--- config.mk ---
export PLATFORM = sky130hd
export DESIGN_NAME = qpt_host
export DESIGN_NICKNAME = d
export VERILOG_FILES = /design/src/qpt_pkg.sv /design/src/qpt_host.sv
export SDC_FILE = /design/constraint.sdc
export NUM_CORES = 1
export LEC_CHECK = 0
export BUFFER_PORTS_ARGS = -buffer_cell sky130_fd_sc_hd__buf_2
export CAP_MARGIN = 40
export CORE_AREA = 2 2 166 152
export DETAILED_ROUTE_END_ITERATION = 8
export DIE_AREA = 0 0 168 154
export GPL_TIMING_DRIVEN = 0
export PLACE_DENSITY = 0.58
export SETUP_SLACK_MARGIN = 0.4
export SLEW_MARGIN = 20
export SYNTH_ARGS = -nofsm -noshare
export SYNTH_HDL_FRONTEND = slang
export SYNTH_SLANG_ARGS = --single-unit
--- constraint.sdc ---
create_clock -name ref_clk -period 3.27 [get_ports ref_clk]
set_input_delay 0.1635 -clock ref_clk [delete_from_list [all_inputs] [get_ports ref_clk]]
set_output_delay 0.1635 -clock ref_clk [all_outputs]
set_load 0.03 [all_outputs]
--- src/qpt_pkg.sv ---
// Constants and carrier types of the panel timing host controller.
package qpt_pkg;
	localparam int CLK_PERIOD_NS = 25;
	localparam logic [2:0] DOT_LAST = 3'h7;
	localparam logic [2:0] DOT_HALF = 3'h4;
	localparam logic [2:0] DOT_TICK = 3'h3;
	localparam logic [7:0] H_ACT = 8'hF0;
	localparam logic [7:0] H_SYNC_S = 8'hF4;
	localparam logic [7:0] H_SYNC_E = 8'hFC;
	localparam logic [7:0] H_LAST = 8'hFF;
	localparam logic [8:0] V_ACT = 9'h140;
	localparam logic [8:0] V_SYNC_S = 9'h141;
	localparam logic [8:0] V_SYNC_E = 9'h143;
	localparam logic [8:0] V_LAST = 9'h143;
	localparam int RST_LOW_NS = 2000;
	localparam int RST_LOW_CYC =
		(RST_LOW_NS + CLK_PERIOD_NS - 1) / CLK_PERIOD_NS;
	localparam int RST_WAIT_MS = 1;
	localparam int RST_WAIT_CYC =
		(RST_WAIT_MS * 1000000 + CLK_PERIOD_NS - 1) / CLK_PERIOD_NS;
	localparam int SCL_RD_NS = 450;
	localparam int SCL_WR_NS = 100;
	localparam int SCL_RD_HALF = 10;
	localparam int SCL_WR_HALF =
		(SCL_WR_NS + 2 * CLK_PERIOD_NS - 1) / (2 * CLK_PERIOD_NS);
	localparam logic [3:0] HALF_RD = 4'(SCL_RD_HALF - 1);
	localparam logic [3:0] HALF_WR = 4'(SCL_WR_HALF - 1);
	localparam logic [4:0] SER_LAST_BIT = 5'h0F;
	localparam int BUF_DEPTH = 2;
	localparam logic [1:0] BUF_FULL = 2'h2;
	typedef struct packed {
		logic [5:0] red_field;
		logic [5:0] green_field;
		logic [5:0] blue_field;
	} qpt_pix_t;
	typedef struct packed {
		logic     dot_clk;
		logic     hsync_n;
		logic     vsync_n;
		logic     de;
		qpt_pix_t pix;
	} qpt_video_t;
	typedef struct packed {
		logic        rd;
		logic [15:0] wdata;
	} qpt_ser_req_t;
	typedef enum logic [1:0] {I_RST, I_WAIT, I_RUN} qpt_init_t;
	typedef enum logic [1:0] {S_IDLE, S_LOW, S_HIGH, S_HOLD} qpt_ser_t;
endpackage : qpt_pkg

--- src/qpt_host.sv ---
// Host controller driving the panel video bus, reset and serial port.
`timescale 1ns/100ps
// Functional notes
// - Dot clock is ref_clk divided by eight, 5.0 MHz, one pixel each.
// - Every line lasts 256 dot clocks.
// - Each active line carries 240 consecutive valid pixels.
// - Four dot clock front porch precedes the line sync.
// - Line sync pulse is held for eight dot clocks.
// - Four dot clock back porch follows the line sync.
// - Every frame spans 324 line periods.
// - 320 lines per frame carry pixels, the rest carry none.
// - One line front porch precedes the frame sync.
// - Frame sync pulse is held for two line periods.
// - One line back porch follows the frame sync.
// - Panel reset is driven low at least 2 microseconds.
// - Chip select waits at least 1 ms after panel reset release.
// - Serial clock period is 500 ns on reads, 100 ns on writes.
// - Pixel is three 6-bit fields red, green, blue, MSB first.
module qpt_host #(
	parameter int WAIT_CYC = qpt_pkg::RST_WAIT_CYC
) (
	input  wire logic                  ref_clk,
	input  wire logic                  rst_n,
	input  wire qpt_pkg::qpt_pix_t     pix_in,
	input  wire logic                  pix_valid,
	output logic                       pix_ready,
	output qpt_pkg::qpt_video_t        video,
	output logic                       frame_start,
	output logic                       underrun,
	output logic                       panel_rst_n,
	output logic                       init_done,
	input  wire qpt_pkg::qpt_ser_req_t ser_req,
	input  wire logic                  ser_valid,
	output logic                       ser_ready,
	output logic                       ser_done,
	output logic [15:0]                ser_rdata,
	output logic                       ser_cs_n,
	output logic                       ser_scl,
	output logic                       ser_si,
	input  wire logic                  ser_so
);
	import qpt_pkg::*;

	typedef struct packed {
		logic [2:0]                  phase;
		logic                        dot_clk;
		logic [7:0]                  hcnt;
		logic [8:0]                  vcnt;
		logic                        hsync_n;
		logic                        vsync_n;
		logic                        de;
		qpt_pix_t                    pix;
		logic                        sof;
		logic                        urun;
		qpt_pix_t [BUF_DEPTH-1:0]    mem;
		logic                        wptr;
		logic                        rptr;
		logic [1:0]                  count;
		qpt_init_t                   init;
		logic [15:0]                 icnt;
		logic                        prst_n;
		qpt_ser_t                    ser;
		logic [3:0]                  scnt;
		logic [4:0]                  bitn;
		logic [15:0]                 shreg;
		logic                        rdsel;
		logic                        cs_n;
		logic                        scl;
		logic                        si;
		logic [15:0]                 rdata;
		logic                        done;
		logic                        so_m;
		logic                        so_s;
	} qpt_state_t;

	qpt_state_t s;
	qpt_state_t next_s;

	logic tick;
	logic act;
	logic push;
	logic pop;
	logic [3:0] half;

	assign pix_ready = (s.count != BUF_FULL);
	assign ser_ready = (s.init == I_RUN) && (s.ser == S_IDLE);
	assign push = pix_valid && pix_ready;
	assign tick = (s.phase == DOT_TICK) && (s.init == I_RUN);
	assign act = (s.hcnt < H_ACT) && (s.vcnt < V_ACT);
	assign pop = tick && act && (s.count != 2'h0);
	assign half = s.rdsel ? HALF_RD : HALF_WR;

	always_comb begin
		next_s = s;
		next_s.sof = 1'b0;
		next_s.urun = 1'b0;
		next_s.done = 1'b0;

		// Dot clock divider, rising at phase 0, falling at phase 4.
		if (s.phase == DOT_LAST) begin
			next_s.phase = 3'h0;
		end else begin
			next_s.phase = s.phase + 3'h1;
		end
		next_s.dot_clk = (next_s.phase < DOT_HALF);

		// Two-entry pixel buffer between the source and the bus.
		if (push) begin
			next_s.mem[s.wptr] = pix_in;
			next_s.wptr = ~s.wptr;
		end
		if (pop) begin
			next_s.rptr = ~s.rptr;
		end
		if (push && !pop) begin
			next_s.count = s.count + 2'h1;
		end else if (pop && !push) begin
			next_s.count = s.count - 2'h1;
		end

		// Bus outputs change on the falling dot clock edge.
		if (tick) begin
			next_s.de = act;
			next_s.hsync_n = !((s.hcnt >= H_SYNC_S) &&
				(s.hcnt < H_SYNC_E));
			next_s.vsync_n = !((s.vcnt >= V_SYNC_S) &&
				(s.vcnt < V_SYNC_E));
			next_s.sof = (s.hcnt == 8'h00) && (s.vcnt == 9'h000);
			if (act) begin
				if (s.count != 2'h0) begin
					next_s.pix = s.mem[s.rptr];
				end else begin
					next_s.pix = '0;
					next_s.urun = 1'b1;
				end
			end else begin
				next_s.pix = '0;
			end
			if (s.hcnt == H_LAST) begin
				next_s.hcnt = 8'h00;
				if (s.vcnt == V_LAST) begin
					next_s.vcnt = 9'h000;
				end else begin
					next_s.vcnt = s.vcnt + 9'h001;
				end
			end else begin
				next_s.hcnt = s.hcnt + 8'h01;
			end
		end

		// Panel reset and power-up wait.
		case (s.init)
			I_RST: begin
				next_s.prst_n = 1'b0;
				if (s.icnt == 16'(RST_LOW_CYC - 1)) begin
					next_s.icnt = 16'h0000;
					next_s.prst_n = 1'b1;
					next_s.init = I_WAIT;
				end else begin
					next_s.icnt = s.icnt + 16'h0001;
				end
			end
			I_WAIT: begin
				if (s.icnt == 16'(WAIT_CYC - 1)) begin
					next_s.icnt = 16'h0000;
					next_s.init = I_RUN;
				end else begin
					next_s.icnt = s.icnt + 16'h0001;
				end
			end
			I_RUN: begin
				next_s.init = I_RUN;
			end
			default: begin
				next_s.init = I_RST;
			end
		endcase

		// Serial port, MSB first: SO seen at the rise is shifted in at the fall.
		// The two sync flops lag two cycles, so the fall still holds that value.
		next_s.so_m = ser_so;
		next_s.so_s = s.so_m;
		case (s.ser)
			S_IDLE: begin
				if (ser_valid && ser_ready) begin
					next_s.cs_n = 1'b0;
					next_s.rdsel = ser_req.rd;
					next_s.shreg = ser_req.wdata;
					next_s.si = ser_req.wdata[15];
					next_s.bitn = SER_LAST_BIT;
					next_s.scnt = ser_req.rd ? HALF_RD : HALF_WR;
					next_s.ser = S_LOW;
				end
			end
			S_LOW: begin
				if (s.scnt == 4'h0) begin
					next_s.scl = 1'b1;
					next_s.scnt = half;
					next_s.ser = S_HIGH;
				end else begin
					next_s.scnt = s.scnt - 4'h1;
				end
			end
			S_HIGH: begin
				if (s.scnt == 4'h0) begin
					next_s.scl = 1'b0;
					next_s.shreg = {s.shreg[14:0], s.so_s};
					next_s.scnt = half;
					if (s.bitn == 5'h00) begin
						next_s.ser = S_HOLD;
					end else begin
						next_s.bitn = s.bitn - 5'h01;
						next_s.si = s.shreg[14];
						next_s.ser = S_LOW;
					end
				end else begin
					next_s.scnt = s.scnt - 4'h1;
				end
			end
			S_HOLD: begin
				if (s.scnt == 4'h0) begin
					next_s.cs_n = 1'b1;
					next_s.si = 1'b0;
					next_s.rdata = s.shreg;
					next_s.done = 1'b1;
					next_s.ser = S_IDLE;
				end else begin
					next_s.scnt = s.scnt - 4'h1;
				end
			end
			default: begin
				next_s.ser = S_IDLE;
			end
		endcase
	end

	always_ff @(posedge ref_clk or negedge rst_n) begin
		if (!rst_n) begin
			s <= '0;
			s.hsync_n <= 1'b1;
			s.vsync_n <= 1'b1;
			// Start at the first frame sync line so the first frame gets the full sync pulse and back porch.
			s.vcnt <= V_SYNC_S;
			s.init <= I_RST;
			s.ser <= S_IDLE;
			s.cs_n <= 1'b1;
			s.dot_clk <= 1'b1;
		end else begin
			s <= next_s;
		end
	end

	assign video = '{
		dot_clk: s.dot_clk,
		hsync_n: s.hsync_n,
		vsync_n: s.vsync_n,
		de:      s.de,
		pix:     s.pix
	};
	assign frame_start = s.sof;
	assign underrun = s.urun;
	assign panel_rst_n = s.prst_n;
	assign init_done = (s.init == I_RUN);
	assign ser_done = s.done;
	assign ser_rdata = s.rdata;
	assign ser_cs_n = s.cs_n;
	assign ser_scl = s.scl;
	assign ser_si = s.si;
endmodule : qpt_host

==> impl_results.md <==
* Yosys warnings at 0
* Crit path capture type: register
* Slowest stage delay, CP at 0.43 ns
* Mapped Area at 7110 um^2
* Total negative slack at 0 ns
* Worst relative slew slack at 46.2%
* Syn Nets at 692
* Critical path class: register to register
* ANT cells at 0
* Worst Setup Start Kind: register
* Slew Viols, Final at 0
* H-tree depth at 4
* Static Leakage at 4.26 nW
* Internal power at 0.00380 W
* Most Frequent Cell on Critical Path: ha_1
* Min-Delay Startpoint: pix_in[8]
* Cell variety after synth at 56
* First-pass GRT wire length at 25400 um
* Starting Density at 29.6%
* Outcome: finished, final reports clean
* Synth Area per Inst at 11.2 um^2
* Maximum clock rate at 0.392 GHz
* Die W at 168 um
* Final ANT Viol Nets at 0
* Largest net degree at the start of global routing at 96
* PwrDens at 559 nW/um^2
* Asr flop ratio synth at 100%
* Critical path's slowest cell: clkbuf_1
* Layout cells sized above 1 at 30.3%
* HPWL after DPL at 10200 um
* Chip height at 154 um
* Die ar. at 25900 um^2
* Cell row count at 54
* Hold Path Class: primary input to register
* Fin crit share at 78.1%
* # IOs at 88
* Worst Hold Depth at 2
* CTS Buffer Depth at 2
* Final GP Congestion at 0.747
* NetSw at 0.00119 W
* Final Instance Count excl. Fillers at 1097
* Root Driver: clkbuf_16
* Worst-margin pin slew at 0.807 ns
* Antenna violations before repair at 0
* DRT Wirelength at 15100 um
* Yosys top cell area share at 51.4%
* Final-report hold violation count at 0
* Cell taking the most area after synthesis: dfrtp_1
* Input/output buffers at 87
* WP data required at 3.57 ns
* Top-count cell post-synth: dfrtp_1
* Nets at 833
* Register area share after synthesis at 54.0%
* R2R Setup Slk at 0.72 ns
* Post-synth EDFFs at 0
* Clock sink count at 153
* CTS tree: done
* Synth area leaders: dfrtp_1, mux2_2, buf_4
* Core Area at 24000 um^2
* Post-Syn Instances at 636
* Total number of vias at 5076
* Clk Latency, worst-skew pair at 0.42 ns
* Period minus WS final at 2.55 ns
* Worst R2R Path Depth at 11
* Final setup vio count at 0
* Clock Skews at 0.0126 ns
* Drt via density at 4.63
* Max VDD drop at 0.000370 V
* CP Cell Sequence: ha_1 -> ha_1 -> and2_1 -> clkbuf_1 -> and3_1 -> o21ai_0 -> clkbuf_1 -> ha_1 -> xor2_1 -> nor2_1 -> xor2_1
* Pre-Repair DR Iteration Count at 4
* Total global routing overflow at 0
* Synthesis-to-finish area growth at 25.6%
* RSZ-0062 raised after global routing: false
* Hold Crit Endpoint: s[81]
* Clock Pin Slew Worst Setup and Hold Paths at 0.06 ns
* Placed cell count at 1032
* First DRT Iteration DRCs at 369
* Synth Register Bits at 153
* WP depth at 11
* Buf/Inv on CP at 2
* Num CTS Buffers at 17
* Post-synth top flop: dfrtp_1
* Combinational Power Share at 12.4%
* Drt drc at 0
* Crit path arrival time at 2.86 ns
* Clk pwr share at 42.0%
* Place WS at 0.585 ns
* Max-cap viol count at 0
* Delay-heaviest family, CP: adder cells
* R2r endpoint: s[70]
* Total Routing Usage GR at 12.2%
* Post-route setup slack at 0.716 ns
* Flop pwr share at 45.7%
* Synth top cells by count: dfrtp_1, nand2_1, mux2_2, nor2_1, o21ai_0
* Largest fanout on the critical path at 10
* Drt wl/cell at 13.8 um
* Reg2Reg Launch Point: s[150]
* Vias in the first global route at 4952
* Sw Share at 23.9%
==> registers in the layout, summed over array words and instances, names as in the netlist <==
register     flops
frame_start      1
next_s           1
panel_rst_n      1
s              107
ser_cs_n         1
ser_done         1
ser_rdata       16
ser_scl          1
ser_si           1
underrun         1
video           22
==> metal layers <==
metal | routed length (um) | share of wire [%] | vias to the layer above | track usage, %
met3 | 537 | 3.5 | 17 | 2.65
met1 | 7470 | 49 | 2504 | 17.1
met5 | 0 | 0 | - | 0
met2 | 6920 | 46 | 94 | 18.7
li1 | - | - | 2461 | -
met4 | 211 | 1.4 | 0 | 4.02
==> final cells by class <==
class	count	area (um^2)
fill	2360	15100
sequential	153	3840
multi-input combinational	403	2820
timing repair buffer	122	813
clock buffer	18	429
buffer	60	385
tap	308	385
clock inverter	13	193
inverter	20	75.1
==> worst max path at each step <==
stage	slack, ns	startpoint	end
floorplan	0.92	s[67]	s[70]
global placement	-0.37	rst_n	s[56]
detailed placement	0.58	s[67]	s[70]
finish	0.72	s[150]	s[70]
global route	0.46	s[150]	s[70]
CTS	0.56	s[67]	s[70]
==> stage by stage <==
| stage | cell area [um^2] | util (%) | hold slack [ns] | power [W] |
|---|---|---|---|---|
| 6_report | 8930 | 37.2 | 0.0161 | 0.00499 |
| 4_1_cts | 8930 | 37.2 | 0.00246 | 0.00506 |
| 3_5_place_dp | 7970 | 33.2 | 0.126 | 0.00292 |
| 3_3_place_gp | 7930 | 33.1 | 0.276 | 0.00288 |
| 2_1_floorplan | 7110 | - | -0.132 | 0.00273 |
| 5_1_grt | 8930 | 37.2 | 0.00725 | 0.00523 |
==> cell families (layout without fill, tap and decap cells) <==
family,Yosys count,in the layout,share of synthesized area [%]
and+or+nand+nor,195,195,13.5
buffers and inverters,80,233,6.48
muxes,74,74,11.4
DFF,153,153,54.0
AOI/OAI and AO/OA,91,91,8.57
xor gates and xnor gates,27,27,3.33
adders and majority gates,16,16,2.82
==> what timing repair did <==
item | 4_1_cts | 5_1_grt
endpoints found under the setup margin | 0 | 1
buffers inserted | 0 | 0
gates resized for setup | 0 | 1
hold buffers | 34 | 0
endpoints found under the hold margin | 107 | 0
==> layout by cell type, fill, tap and decap left out, drive strengths merged, types with 3 or more instances in the layout <==
cell type | Yosys | layout
a21o | 5 | 5
a21oi | 6 | 6
a221o | 17 | 17
a31oi | 6 | 6
and2 | 3 | 3
and3 | 10 | 10
and4 | 4 | 4
buf | 51 | 139
bufinv | 0 | 4
clkbuf | 9 | 27
clkinv | 0 | 4
dfrtp | 146 | 146
dfstp | 7 | 7
dlygate4sd3 | 0 | 34
ha | 16 | 16
inv | 20 | 23
mux2 | 55 | 55
mux2i | 19 | 19
nand2 | 76 | 76
nand2b | 3 | 3
nand3 | 15 | 15
nand4 | 5 | 5
nor2 | 50 | 50
nor3 | 8 | 8
nor4 | 5 | 5
nor4b | 3 | 3
o21ai | 42 | 42
or3 | 5 | 5
xnor2 | 15 | 15
xor2 | 12 | 12
==> power by group through the flow <==
stage | registers (W) | logic, W | clock network [W]
after floorplan | 0.00228 | 0.000450 | 0
after global placement | 0.00231 | 0.000577 | 0
after detailed placement | 0.00232 | 0.000599 | 0
after CTS | 0.00228 | 0.000632 | 0.00215
after global routing | 0.00231 | 0.000689 | 0.00223
final | 0.00228 | 0.000618 | 0.00209
(Power assumes the default switching activity.)
